### src/common/otg_ctrl_pkg.sv
// Purpose: shared constants for the otg port control block
// Assumes: register reached by read/write command codes
// Notes:   bit positions and reset values of the control word
`default_nettype none
package otg_ctrl_pkg;
  localparam int unsigned REG_W = 16;
  localparam logic [7:0] CMD_CTRL_RD = 8'h62;
  localparam logic [7:0] CMD_CTRL_WR = 8'hE2;
  localparam int unsigned BIT_RC_RESET  = 11;
  localparam int unsigned BIT_SRP_EN    = 10;
  localparam int unsigned BIT_SRP_SEL   = 9;
  localparam int unsigned BIT_ENG_SEL   = 8;
  localparam int unsigned BIT_DM_PD     = 7;
  localparam int unsigned BIT_DP_PD     = 6;
  localparam int unsigned BIT_AUTO_PU   = 5;
  localparam int unsigned BIT_LOC_PU    = 4;
  localparam logic [15:0] CTRL_RESET    = 16'h01c0;
  localparam logic [15:0] CTRL_WMASK    = 16'h0fff;
  localparam logic [15:0] ZERO16        = 16'h0000;
  // software-visible effect of the engine select bit
  typedef enum logic {ENG_HOST = 1'b0, ENG_PERIPH = 1'b1} engine_e;
endpackage
`default_nettype wire

### src/otg_edge_sync.sv
// Purpose: two-flop synchroniser with rising edge pulse
// Assumes: input is asynchronous to mclk
// Notes:   first flop feeds only the second flop
`default_nettype none
module otg_edge_sync
(
  input  wire logic mclk,
  input  wire logic reset_n,
  input  wire logic async_in,
  output logic      level_out,
  output logic      rise_out
);
  logic meta_q;
  logic sync_q;
  logic last_q;

  always_ff @(posedge mclk)
  begin
    if (!reset_n)
    begin
      meta_q <= 1'b0;
      sync_q <= 1'b0;
      last_q <= 1'b0;
    end
    else
    begin
      meta_q <= async_in;
      sync_q <= meta_q;
      last_q <= sync_q;
    end
  end

  assign level_out = sync_q;
  assign rise_out  = sync_q & ~last_q;
endmodule
`default_nettype wire

### src/otg_port_control.sv
// Purpose: otg port control word and the port logic it steers
// Assumes: command strobes are on mclk; line events come from pins
// Notes:   srp flag set wins over its clear in the same cycle; se0 and auto pull-up latches clear first
//
// Operation
// - connect reset enable makes host send SE0
// - srp enable lets srp event set flag
// - method bit picks vbus or data pulsing
// - engine bit routes host or peripheral engine
// - dm pull-down follows its control bit
// - dp pull-down follows its control bit
// - auto bit raises pull-up on disconnect
// - auto bit clear: pull-up follows local bit
// - local bit connects dp pull-up
`default_nettype none
module otg_port_control
  import otg_ctrl_pkg::*;
(
  input  wire logic              mclk,
  input  wire logic              reset_n,
  input  wire logic              cmd_valid,
  input  wire logic [7:0]        cmd_code,
  input  wire logic [REG_W-1:0]  cmd_wdata,
  output logic      [REG_W-1:0]  cmd_rdata,
  input  wire logic              remote_connect_pin,
  input  wire logic              remote_disconnect_pin,
  input  wire logic              vbus_pulse_pin,
  input  wire logic              data_pulse_pin,
  input  wire logic              srp_flag_clear,
  output logic                   srp_detected_flag,
  output logic                   host_se0_reset,
  output logic                   host_engine_sel,
  output logic                   peripheral_engine_sel,
  output logic                   dm_pulldown_on,
  output logic                   dp_pulldown_on,
  output logic                   dp_pullup_on
);
  logic [REG_W-1:0] ctrl_q;
  logic [REG_W-1:0] ctrl_d;
  logic             srp_flag_q;
  logic             auto_pu_q;
  logic             se0_q;
  logic             pu_q;
  logic             rc_lvl;
  logic             rc_rise;
  logic             rd_rise;
  logic             vb_rise;
  logic             dl_rise;
  logic             srp_event;
  logic             wr_hit;
  // pin slots in the synchroniser bank
  localparam int unsigned PIN_N    = 4;
  localparam int unsigned PIN_CONN = 0;
  localparam int unsigned PIN_DISC = 1;
  localparam int unsigned PIN_VBUS = 2;
  localparam int unsigned PIN_DATA = 3;
  logic [PIN_N-1:0] pin_raw;
  logic [PIN_N-1:0] pin_lvl;
  logic [PIN_N-1:0] pin_rise;

  assign pin_raw[PIN_CONN] = remote_connect_pin;
  assign pin_raw[PIN_DISC] = remote_disconnect_pin;
  assign pin_raw[PIN_VBUS] = vbus_pulse_pin;
  assign pin_raw[PIN_DATA] = data_pulse_pin;

  // one synchroniser per line event pin; all pins idle low,
  // so the edge detectors start at the idle level
  for (genvar g = 0; g < PIN_N; g++)
  begin : g_pin_sync
    otg_edge_sync u_sync
    (
      .mclk      (mclk),
      .reset_n   (reset_n),
      .async_in  (pin_raw[g]),
      .level_out (pin_lvl[g]),
      .rise_out  (pin_rise[g])
    );
  end

  // only the connect level is used; other pins act on edges
  assign rc_lvl  = pin_lvl[PIN_CONN];
  assign rc_rise = pin_rise[PIN_CONN];
  assign rd_rise = pin_rise[PIN_DISC];
  assign vb_rise = pin_rise[PIN_VBUS];
  assign dl_rise = pin_rise[PIN_DATA];

  assign wr_hit = cmd_valid && (cmd_code == CMD_CTRL_WR);
  // reserved bits are masked off both ways
  assign ctrl_d = wr_hit ? (cmd_wdata & CTRL_WMASK) : ctrl_q;

  always_ff @(posedge mclk)
  begin
    if (!reset_n)
      ctrl_q <= CTRL_RESET;
    else
      ctrl_q <= ctrl_d;
  end

  // read data registered; unknown codes read zero
  always_ff @(posedge mclk)
  begin
    if (!reset_n)
      cmd_rdata <= ZERO16;
    else if (cmd_valid && (cmd_code == CMD_CTRL_RD))
      cmd_rdata <= ctrl_q & CTRL_WMASK;
    else if (cmd_valid)
      cmd_rdata <= ZERO16;
  end

  // only the selected pulsing method counts as srp
  assign srp_event = ctrl_q[BIT_SRP_SEL] ? dl_rise : vb_rise;

  always_ff @(posedge mclk)
  begin
    if (!reset_n)
      srp_flag_q <= 1'b0;
    else if (srp_event && ctrl_q[BIT_SRP_EN])
      srp_flag_q <= 1'b1;
    else if (srp_flag_clear)
      srp_flag_q <= 1'b0;
  end
  assign srp_detected_flag = srp_flag_q;

  // se0 held while connect is seen and enable stays set
  always_ff @(posedge mclk)
  begin
    if (!reset_n)
      se0_q <= 1'b0;
    else if (!ctrl_q[BIT_RC_RESET] || !rc_lvl)
      se0_q <= 1'b0;
    else if (rc_rise && !ctrl_q[BIT_ENG_SEL])
      se0_q <= 1'b1;
  end
  assign host_se0_reset = se0_q;

  // auto pull-up latch; dropped when software clears the bit
  always_ff @(posedge mclk)
  begin
    if (!reset_n)
      auto_pu_q <= 1'b0;
    else if (!ctrl_q[BIT_AUTO_PU])
      auto_pu_q <= 1'b0;
    else if (rd_rise)
      auto_pu_q <= 1'b1;
  end

  always_ff @(posedge mclk)
  begin
    if (!reset_n)
      pu_q <= 1'b0;
    else
      pu_q <= ctrl_q[BIT_LOC_PU] | auto_pu_q;
  end
  assign dp_pullup_on = pu_q;

  assign host_engine_sel = (ctrl_q[BIT_ENG_SEL] == ENG_HOST);
  assign peripheral_engine_sel = (ctrl_q[BIT_ENG_SEL] == ENG_PERIPH);
  assign dm_pulldown_on        = ctrl_q[BIT_DM_PD];
  assign dp_pulldown_on        = ctrl_q[BIT_DP_PD];

  // srp detection
  srp_gate_a: assert property (
    @(posedge mclk) disable iff (!reset_n)
    !$past(srp_flag_q) && srp_flag_q |-> $past(ctrl_q[BIT_SRP_EN]))
    else $error("srp flag set while disabled");
  srp_off_a: assert property (
    @(posedge mclk) disable iff (!reset_n)
    !ctrl_q[BIT_SRP_EN] && !srp_flag_q |=> !srp_flag_q)
    else $error("srp flag set with detect off");
  srp_method_a: assert property (
    @(posedge mclk) disable iff (!reset_n)
    !$past(srp_flag_q) && srp_flag_q |->
      ($past(ctrl_q[BIT_SRP_SEL]) ? $past(dl_rise) : $past(vb_rise)))
    else $error("srp flag from wrong method");

  // bus reset on remote connect
  se0_enable_a: assert property (
    @(posedge mclk) disable iff (!reset_n)
    se0_q |-> $past(ctrl_q[BIT_RC_RESET]))
    else $error("se0 without enable");
  se0_start_a: assert property (
    @(posedge mclk) disable iff (!reset_n)
    rc_rise && ctrl_q[BIT_RC_RESET] && !ctrl_q[BIT_ENG_SEL] |=> se0_q)
    else $error("se0 not sent on connect");
  se0_off_a: assert property (
    @(posedge mclk) disable iff (!reset_n)
    !ctrl_q[BIT_RC_RESET] |=> !host_se0_reset)
    else $error("se0 kept after enable cleared");

  // engine routing and pull resistors
  engine_route_a: assert property (
    @(posedge mclk) disable iff (!reset_n)
    wr_hit |=> (peripheral_engine_sel == $past(cmd_wdata[BIT_ENG_SEL])) &&
      (host_engine_sel != peripheral_engine_sel))
    else $error("engine routing not updated");
  pulldown_dm_a: assert property (
    @(posedge mclk) disable iff (!reset_n)
    wr_hit |=> dm_pulldown_on == $past(cmd_wdata[BIT_DM_PD]))
    else $error("dm pull-down not updated");
  pulldown_dp_a: assert property (
    @(posedge mclk) disable iff (!reset_n)
    wr_hit |=> dp_pulldown_on == $past(cmd_wdata[BIT_DP_PD]))
    else $error("dp pull-down not updated");
  auto_pullup_a: assert property (
    @(posedge mclk) disable iff (!reset_n)
    rd_rise && ctrl_q[BIT_AUTO_PU] |=> ##1 dp_pullup_on)
    else $error("no pull-up after disconnect");
  local_pullup_a: assert property (
    @(posedge mclk) disable iff (!reset_n)
    !ctrl_q[BIT_AUTO_PU] && !auto_pu_q |=>
      dp_pullup_on == $past(ctrl_q[BIT_LOC_PU]))
    else $error("pull-up not following local bit");
  pullup_connect_a: assert property (
    @(posedge mclk) disable iff (!reset_n)
    ctrl_q[BIT_LOC_PU] |=> dp_pullup_on)
    else $error("pull-up off with local bit set");

  // reserved bits and read path
  reserved_zero_a: assert property (
    @(posedge mclk) disable iff (!reset_n)
    (cmd_rdata & ~CTRL_WMASK) == ZERO16)
    else $error("reserved bits read nonzero");
  reserved_store_a: assert property (
    @(posedge mclk) disable iff (!reset_n)
    (ctrl_q & ~CTRL_WMASK) == ZERO16)
    else $error("reserved bits stored");
  read_data_a: assert property (
    @(posedge mclk) disable iff (!reset_n)
    cmd_valid && (cmd_code == CMD_CTRL_RD) |=>
      cmd_rdata == ($past(ctrl_q) & CTRL_WMASK))
    else $error("read data differs from control word");
endmodule
`default_nettype wire

### config.mk
export PLATFORM = sky130hd
export DESIGN_NAME = otg_port_control
export DESIGN_NICKNAME = d
export VERILOG_FILES = /design/src/common/otg_ctrl_pkg.sv /design/src/otg_edge_sync.sv /design/src/otg_port_control.sv
export SDC_FILE = /design/constraint.sdc
export NUM_CORES = 1
export LEC_CHECK = 0
export BUFFER_PORTS_ARGS = -buffer_cell sky130_fd_sc_hd__buf_2
export CORE_MARGIN = 2
export CORE_UTILIZATION = 45
export CTS_CLUSTER_SIZE = 30
export DETAILED_ROUTE_END_ITERATION = 7
export PLACE_DENSITY_LB_ADDON = 0.25
export SKIP_CTS_REPAIR_TIMING = 1
export SLEW_MARGIN = 5
export SYNTH_ARGS = -nofsm -noshare
export SYNTH_HDL_FRONTEND = slang
export SYNTH_SLANG_ARGS = --single-unit
### constraint.sdc
create_clock -name mclk -period 2.8 [get_ports mclk]
set_input_delay 0.84 -clock mclk [delete_from_list [all_inputs] [get_ports mclk]]
set_output_delay 0.84 -clock mclk [all_outputs]
set_load 0.005 [all_outputs]
# After elaboration in Yosys (flattened, before gate mapping)
# Cells that the tools add are included.
# totals
regBits,40
in_bits,32
# classes
eq_ne,2
n_mux,5
n_bitwise,11
n_reduce_logical,12
# ops
operator,n
12-bit 2-to-1 mux,2
"8-bit by 7-bit equality test with 1-bit output, second input constant",1
"8-bit equality test, second input constant",1
1-bit inverter,6
1-bit AND,4
1-bit logical AND,4
2-bit nonzero test,2
1-bit zero test,3
1-bit 2-to-1 mux,3
2-bit AND reduction,1
2-bit OR reduction,1
1-bit logical OR,1
1-bit bitwise OR,1

# Longest topological paths before layout
# Gate-level depths: netlist of run 1.
# logic_depth
ltp_word,5
mapped_depth,4
ltp_nobuf,3

# Modules after synthesis
# Synthesis of run 1 repeated with hierarchy kept, for this count alone.
# hier_totals
hier_cells,132
hier_area_um2,1481.4
# by_module_without_submodules
module,instances,cells_each,area_each_um2,seq_area_each_um2
otg_port_control,1,104,1111.1,560.5
otg_edge_sync,4,7,92.6,60.1

# Worst setup path before layout of run 1
# Ideal clock, no wire load.
# synth_timing
path_type,input -> register
from,input cmd_code[3]
to,register ctrl_q[10]
t_arrival_ns,2.003
required_ns,2.728
slack_ns,0.725
cell_stages,4
path_buffers,1
path_cell_list,or4b_4 > nor3_4 > buf_12 > mux2i_1
# synth_via
elab_chain_len,2
# synth_lines
element,line,rtl
"start, declared",otg_port_control.sv:22,"input wire logic [7:0] cmd_code,"
8-bit equality test,otg_port_control.sv:87,assign wr_hit = cmd_valid && (cmd_code == CMD_CTRL_WR);
1-bit logical AND,otg_port_control.sv:87,
"end signal, assigned",otg_port_control.sv:96,ctrl_q <= ctrl_d;
"end, declared",otg_port_control.sv:38,logic [REG_W-1:0] ctrl_q;
# Every way passes these cells.
# A chain may end at the register's enable or synchronous reset.

# Worst setup path after layout of run 1
# layout_timing
from,input cmd_code[3]
to,register ctrl_q[9]
# Same word-level chain as after synthesis.

==> flow_summary.json, run 1 <==
{
  "synth.ff_latch_count": 40,
  "powerDensity_nw_per_um2": 512,
  "post_route_cells_drive_above_1_share_pct": 33.9,
  "critPathArrivalTime_ns": 2.14,
  "first_global_vias": 1027,
  "synth_common_cells": "sky130_fd_sc_hd__dfxtp_1, sky130_fd_sc_hd__nand2_1, sky130_fd_sc_hd__a22o_1, sky130_fd_sc_hd__and2_1, sky130_fd_sc_hd__mux2i_1",
  "global_route_wire_length_before_repair_mm": 4.31,
  "weighted_congestion_at_the_end_of_routability_driven_global_placement": 0.716,
  "final_period_minus_worst_setup_slack_ns": 1.89,
  "detail_route.first_pass.iterations": 4,
  "most_used_standard_cell_by_instance_count_after_synthesis": "sky130_fd_sc_hd__dfxtp_1",
  "mappedNetlistArea_um2": 1440,
  "status": "finished, final reports clean",
  "floorplan.die_area_um2": 3670,
  "final_cell_area_um2": 1730,
  "chipHeight_um": 60.6,
  "placed_cells": 217,
  "ff_latch_area_um2": 801,
  "report.power.total_uw": 887,
  "static-leakage-power_nw": 0.810,
  "utilization_pct": 56.7,
  "post-route-period-util_pct": 67.5,
  "rsz0062_at_grt": "false",
  "report.final.slew_viol_count": 0,
  "wl_mm": 2.55,
  "synth_sequential_area_ratio_pct": 55.6,
  "timing.clock.skew_ns": 0.00440,
  "path_max_fanout": 12,
  "multiInputGateArea_um2": 547,
  "detailroute.via_count": 1035,
  "initial_utilization_pct": 47.2,
  "grt_start_max_net_pins": 31,
  "die_width_um": 60.6,
  "max-vdd-ir-drop_v": 0.000334,
  "portBuffers": 46,
  "vias_per_cell": 4.62,
  "max_slew_margin_pct": 42.9,
  "gr-usage-all-layers_pct": 15.9,
  "type_of_destination_of_the_critical_path": "register",
  "drt_first_iter_violations": 27,
  "finalSetupViolations": 0,
  "tritoncts_num_sinks": 40,
  "fillers": 292,
  "timing.critical_path.required_ns": 3.06,
  "diodes": 0,
  "route.antenna.remaining_nets": 0,
  "netlist-cell-type-count": 24,
  "async_reset_ff_share_pct": 0,
  "hold_vio_cnt_final": 0,
  "synth.top_cells.by_area": "sky130_fd_sc_hd__dfxtp_1, sky130_fd_sc_hd__mux2i_1, sky130_fd_sc_hd__a22o_1",
  "timing.setup.critical_path_class": "in -> reg",
  "clk_latency_ns": 0.32,
  "antenna_violations_before_repair": 0,
  "worst_setup_hold_path_clk_slew_ns": 0.10,
  "synth_flop_cell": "sky130_fd_sc_hd__dfxtp_1",
  "route.detailed.drc": 0,
  "tritoncts_clock_tree": "done",
  "final_cell_count_no_fill": 224,
  "final_net_count": 212,
  "max_cap_viol_count": 0,
  "clock.fmax_mhz": 529,
  "post-synth-top-area-cell": "sky130_fd_sc_hd__dfxtp_1",
  "number_of_top_level_pins": 55,
  "syn_inst": 131,
  "row_count": 20,
  "timing.critical_path.from_type": "input port",
  "hp-class": "reg -> reg",
  "cts_max_path_buffers": 2,
  "grt-ovfl-total": 0,
  "ctsHtreeMaxLevel": 2,
  "fin_tns_setup_ns": 0,
  "place_area_um2": 1680,
  "route.detailed.wl_per_inst_um": 11.4,
  "synth-warning-count": 0,
  "detailedPlacementHpwl_mm": 1.88,
  "synth.top_cell.area_share_pct": 55.6,
  "transition_time_at_the_pin_with_the_least_slew_margin_ns": 0.853,
  "flow.area_growth_from_synthesis_pct": 20.1,
  "synthesis.area_per_instance_um2": 11.0,
  "synth_edf_count": 0,
  "coreArea_um2": 3050,
  "clock_tree.root_cell": "sky130_fd_sc_hd__clkbuf_4",
  "numCtsBuffers": 5
}
-- cells in the final DEF, fill, tap and decap left out, drive strengths merged, types with 2 or more instances in the layout --
master and n:
a21oi 2, dfxtp 40, a22o 12, conb 4, buf 49, and2 12, clkbuf 6, nor2 11
nand2 18, inv 3, mux2i 12
-- kinds of logic after synthesis --
| logic type | synth area share, % |
|---|---|
| multiplexers | 8.33 |
| buffers and inverters | 7.29 |
| AND/OR/NAND/NOR | 19.5 |
| flip-flops | 55.6 |
| other | 0.260 |
| AO/OA/AOI/OAI | 9.03 |
-- power by group --
group	total (mW)	internal, mW	switching, mW
combinational	0.0512	0.0255	0.0257
clock	0.258	0.0927	0.165
sequential	0.578	0.576	0.00181
total	0.887	0.694	0.193
-- path summary, 6_finish.rpt --
| check | start | endpoint | slack, ns | depth (start not counted) |
|---|---|---|---|---|
| worst min register to register | g_pin_sync[3].u_sync.meta_q | g_pin_sync[3].u_sync.level_out | 0.44 | 1 |
| worst max-delay path | cmd_code[3] | ctrl_q[9] | 0.91 | 5 |
| worst max register to register | ctrl_q[9] | srp_detected_flag | 1.97 | 3 |
| worst min-delay path | g_pin_sync[3].u_sync.meta_q | g_pin_sync[3].u_sync.level_out | 0.44 | 1 |
-- critical path, cell delays in order --
cell                      delay (ns)
sky130_fd_sc_hd__buf_2          0.09
sky130_fd_sc_hd__or4b_4         0.57
sky130_fd_sc_hd__nor3_4         0.17
sky130_fd_sc_hd__buf_4          0.26
sky130_fd_sc_hd__mux2i_1        0.21
-- flip-flops by register name, summed over array words and instances (netlist names) --
signal	flops
cmd_rdata	12
g_pin_sync.u_sync.meta_q	4
ctrl_q	12
g_pin_sync.u_sync.level_out	4
g_pin_sync.u_sync.last_q	4
auto_pu_q	1
host_se0_reset	1
srp_detected_flag	1
dp_pullup_on	1
-- area by class of cell --
type	instances	area share, %
multi-input combinational	80	31.6
sequential	40	46.3
inverter	4	1.66
tap	44	3.18
timing repair buffer	49	14.6
clock buffer	6	2.39
clock inverter	1	0.289
-- per-stage QoR --
step	hold WS (ns)	setup WS, ns
after global routing	0.464	0.863
after CTS	0.448	0.918
after floorplan	0.412	0.725
after detailed placement	0.422	0.569
final	0.444	0.911
after global placement	0.416	0.601
-- layer usage --
| metal | part of all wire (%) | global-route usage [%] | wire length (um) | vias up |
|---|---|---|---|---|
| met5 | 0 | 0 | 0 | - |
| li1 | - | - | - | 529 |
| met4 | 0.47 | 5.59 | 12 | 0 |
| met3 | 5.0 | 4.48 | 127 | 2 |
| met2 | 51 | 28.3 | 1310 | 25 |
| met1 | 43 | 18.2 | 1100 | 479 |
Note: power is estimated with default switching activity, not from simulation.
==> inputs of run 2 (changes only) <==
==> constraint.sdc (replaced) <==
create_clock -name mclk -period 1.97 [get_ports mclk]
set_input_delay 0.591 -clock mclk [delete_from_list [all_inputs] [get_ports mclk]]
set_output_delay 0.591 -clock mclk [all_outputs]
set_load 0.005 [all_outputs]
==> run 2 against run 1 <==
Effect of this change:
- hold slack worse by 0.0018 ns
- sequential cell count stayed put
- critical endpoint is now ctrl_q[0]
- critical path depth stayed put
- core utilization is 0.74 points higher
- register-to-register slack worse by 0.84 ns
- largest cell class unchanged
- clock skew is 0.0021 ns higher
- final cell count is 0.89% higher
- global-route usage is 0.52 points higher
- power is 48% higher
- combinational power is 41% higher
- count of clock-buffer cells in the layout stayed put
==> flow_summary.json, run 2 (synthesized netlist as in run 1, its figures left out) <==
{
  "diodes": 0,
  "route.met3.wl_um": 111,
  "clk_latency_ns": 0.34,
  "chipHeight_um": 60.6,
  "flow.area_growth_from_synthesis_pct": 21.6,
  "timing.critical_path.from_type": "input port",
  "numCtsBuffers": 5,
  "highest_count_cells_in_the_layout_ignoring_fill_and_taps": "sky130_fd_sc_hd__buf_2, sky130_fd_sc_hd__dfxtp_1, sky130_fd_sc_hd__nand2_1",
  "cts_max_path_buffers": 2,
  "detailedPlacementHpwl_mm": 1.98,
  "grt-ovfl-total": 0,
  "worst_setup_hold_path_clk_slew_ns": 0.11,
  "setup.reg_to_reg.worst_slack_ns": 1.13,
  "global_route_wire_length_before_repair_mm": 4.37,
  "wl_mm": 2.66,
  "fin_tns_setup_ns": 0,
  "tritoncts_clock_tree": "done",
  "whs_path_depth": 1,
  "first_global_vias": 1044,
  "report.power.total_mw": 1.32,
  "status": "finished, final reports clean",
  "ctsHtreeMaxLevel": 2,
  "route.detailed.drc": 0,
  "type_of_destination_of_the_critical_path": "register",
  "vias_per_cell": 4.65,
  "tritoncts_num_sinks": 40,
  "max_cap_viol_count": 0,
  "layout.cells.most_common": "sky130_fd_sc_hd__buf_2",
  "rsz0062_at_grt": "false",
  "route.antenna.remaining_nets": 0,
  "post_route_cells_drive_above_1_share_pct": 35.2,
  "transition_time_at_the_pin_with_the_least_slew_margin_ns": 0.803,
  "hold_ws_ns": 0.442,
  "finalSetupViolations": 0,
  "max_slew_margin_pct": 46.3,
  "detail_route.first_pass.iterations": 4,
  "static-leakage-power_nw": 0.825,
  "report.final.slew_viol_count": 0,
  "fillers": 292,
  "reg2reg_from": "ctrl_q[9]",
  "initial_utilization_pct": 47.2,
  "weighted_congestion_at_the_end_of_routability_driven_global_placement": 0.715,
  "grt_start_max_net_pins": 31,
  "min_from": "g_pin_sync[3].u_sync.meta_q",
  "powerDensity_nw_per_um2": 751,
  "final_period_minus_worst_setup_slack_ns": 1.60,
  "hp-class": "reg -> reg",
  "place_area_um2": 1690,
  "wl_met1_mm": 1.09,
  "drt_first_iter_violations": 45,
  "final_net_count": 213,
  "row_count": 20,
  "antenna_violations_before_repair": 0,
  "path_depth": 5,
  "coreArea_um2": 3050,
  "timing.critical_path.max_delay_family": "simple AND/OR/NAND/NOR gates",
  "hold_end": "g_pin_sync[3].u_sync.level_out",
  "met2WireLength_mm": 1.42,
  "hold_vio_cnt_final": 0,
  "cp_cell_instances": "buf_2 -> or4b_4 -> nor3_4 -> buf_4 -> mux2i_1",
  "layout_top_registers": "cmd_rdata (12), ctrl_q (12)",
  "detailroute.via_count": 1051,
  "path_max_fanout": 7,
  "max-vdd-ir-drop_v": 0.000411,
  "worstRegToRegCells": 3,
  "clock.fmax_mhz": 626,
  "crit_path_top_delay_cell": "sky130_fd_sc_hd__or4b_4",
  "timing.critical_path.required_ns": 2.24,
  "portBuffers": 46,
  "number_of_top_level_pins": 55,
  "post-route-period-util_pct": 81.1,
  "worst-path-buf-inv": 2,
  "critPathArrivalTime_ns": 1.87,
  "max_stage_delay_ns": 0.57,
  "floorplan.die_area_um2": 3670,
  "final_cell_area_um2": 1750,
  "die_width_um": 60.6,
  "topRoutingLayerUsed": "met4",
  "worst_r2r_endpoint": "srp_detected_flag",
  "timing.setup.critical_path_class": "in -> reg",
  "timing.clock.skew_ns": 0.00645,
  "gr-usage-all-layers_pct": 16.4,
  "route.detailed.wl_per_inst_um": 11.8,
  "clock_tree.root_cell": "sky130_fd_sc_hd__clkbuf_4"
}
==> run 2: cell types whose count changed in the layout (fill, tap and decap cells not counted), sizes merged <==
cell,before,now
buf,49,50
clkinv,1,2
==> run 2: worst register-to-register path: stages, from the launching register on <==
cell	delay, ns
sky130_fd_sc_hd__dfxtp_1	0.35
sky130_fd_sc_hd__and3b_1	0.18
sky130_fd_sc_hd__o21ai_1	0.14
sky130_fd_sc_hd__a21oi_1	0.08
==> run 2: how the worst max path moves through the flow <==
stage,from,to,slack [ns]
6_report,cmd_code[3],ctrl_q[0],0.37
5_1_grt,cmd_code[3],ctrl_q[0],0.32
4_1_cts,cmd_code[3],ctrl_q[0],0.37
3_5_place_dp,cmd_code[3],ctrl_q[8],0.01
3_3_place_gp,cmd_code[3],ctrl_q[11],0.06
2_1_floorplan,cmd_code[3],ctrl_q[10],0.14
==> run 2: final cells by class <==
cell class / instances / area [um2] / area share (%)
Clock buffer: 6 / 51.3 / 2.93
Clock inverter: 2 / 10.0 / 0.571
Inverter: 4 / 28.8 / 1.64
Multi-Input combinational cell: 80 / 547 / 31.2
Sequential cell: 40 / 801 / 45.7
Tap cell: 44 / 55.1 / 3.14
Timing Repair Buffer: 50 / 260 / 14.8
==> run 2: report_power, final <==
| part | internal (mW) | switching [mW] |
|---|---|---|
| Sequential | 0.818 | 0.00251 |
| Combinational | 0.0363 | 0.0361 |
| Clock | 0.170 | 0.252 |
==> run 2: per-layer routing <==
layer  up-vias  GRT usage, %
met1       492          18.2
li1        527             -
met4         0          8.39
met3         6          3.84
met5         -             0
met2        26          29.2
==> run 2: stage by stage <==
step           std cells  utilization (%)  setup WS [ns]
2_1_floorplan        134                -          0.144
3_3_place_gp         218             55.4         0.0612
3_5_place_dp         218             55.4         0.0118
4_1_cts              226             57.4          0.370
5_1_grt              226             57.4          0.318
6_report             226             57.4          0.373
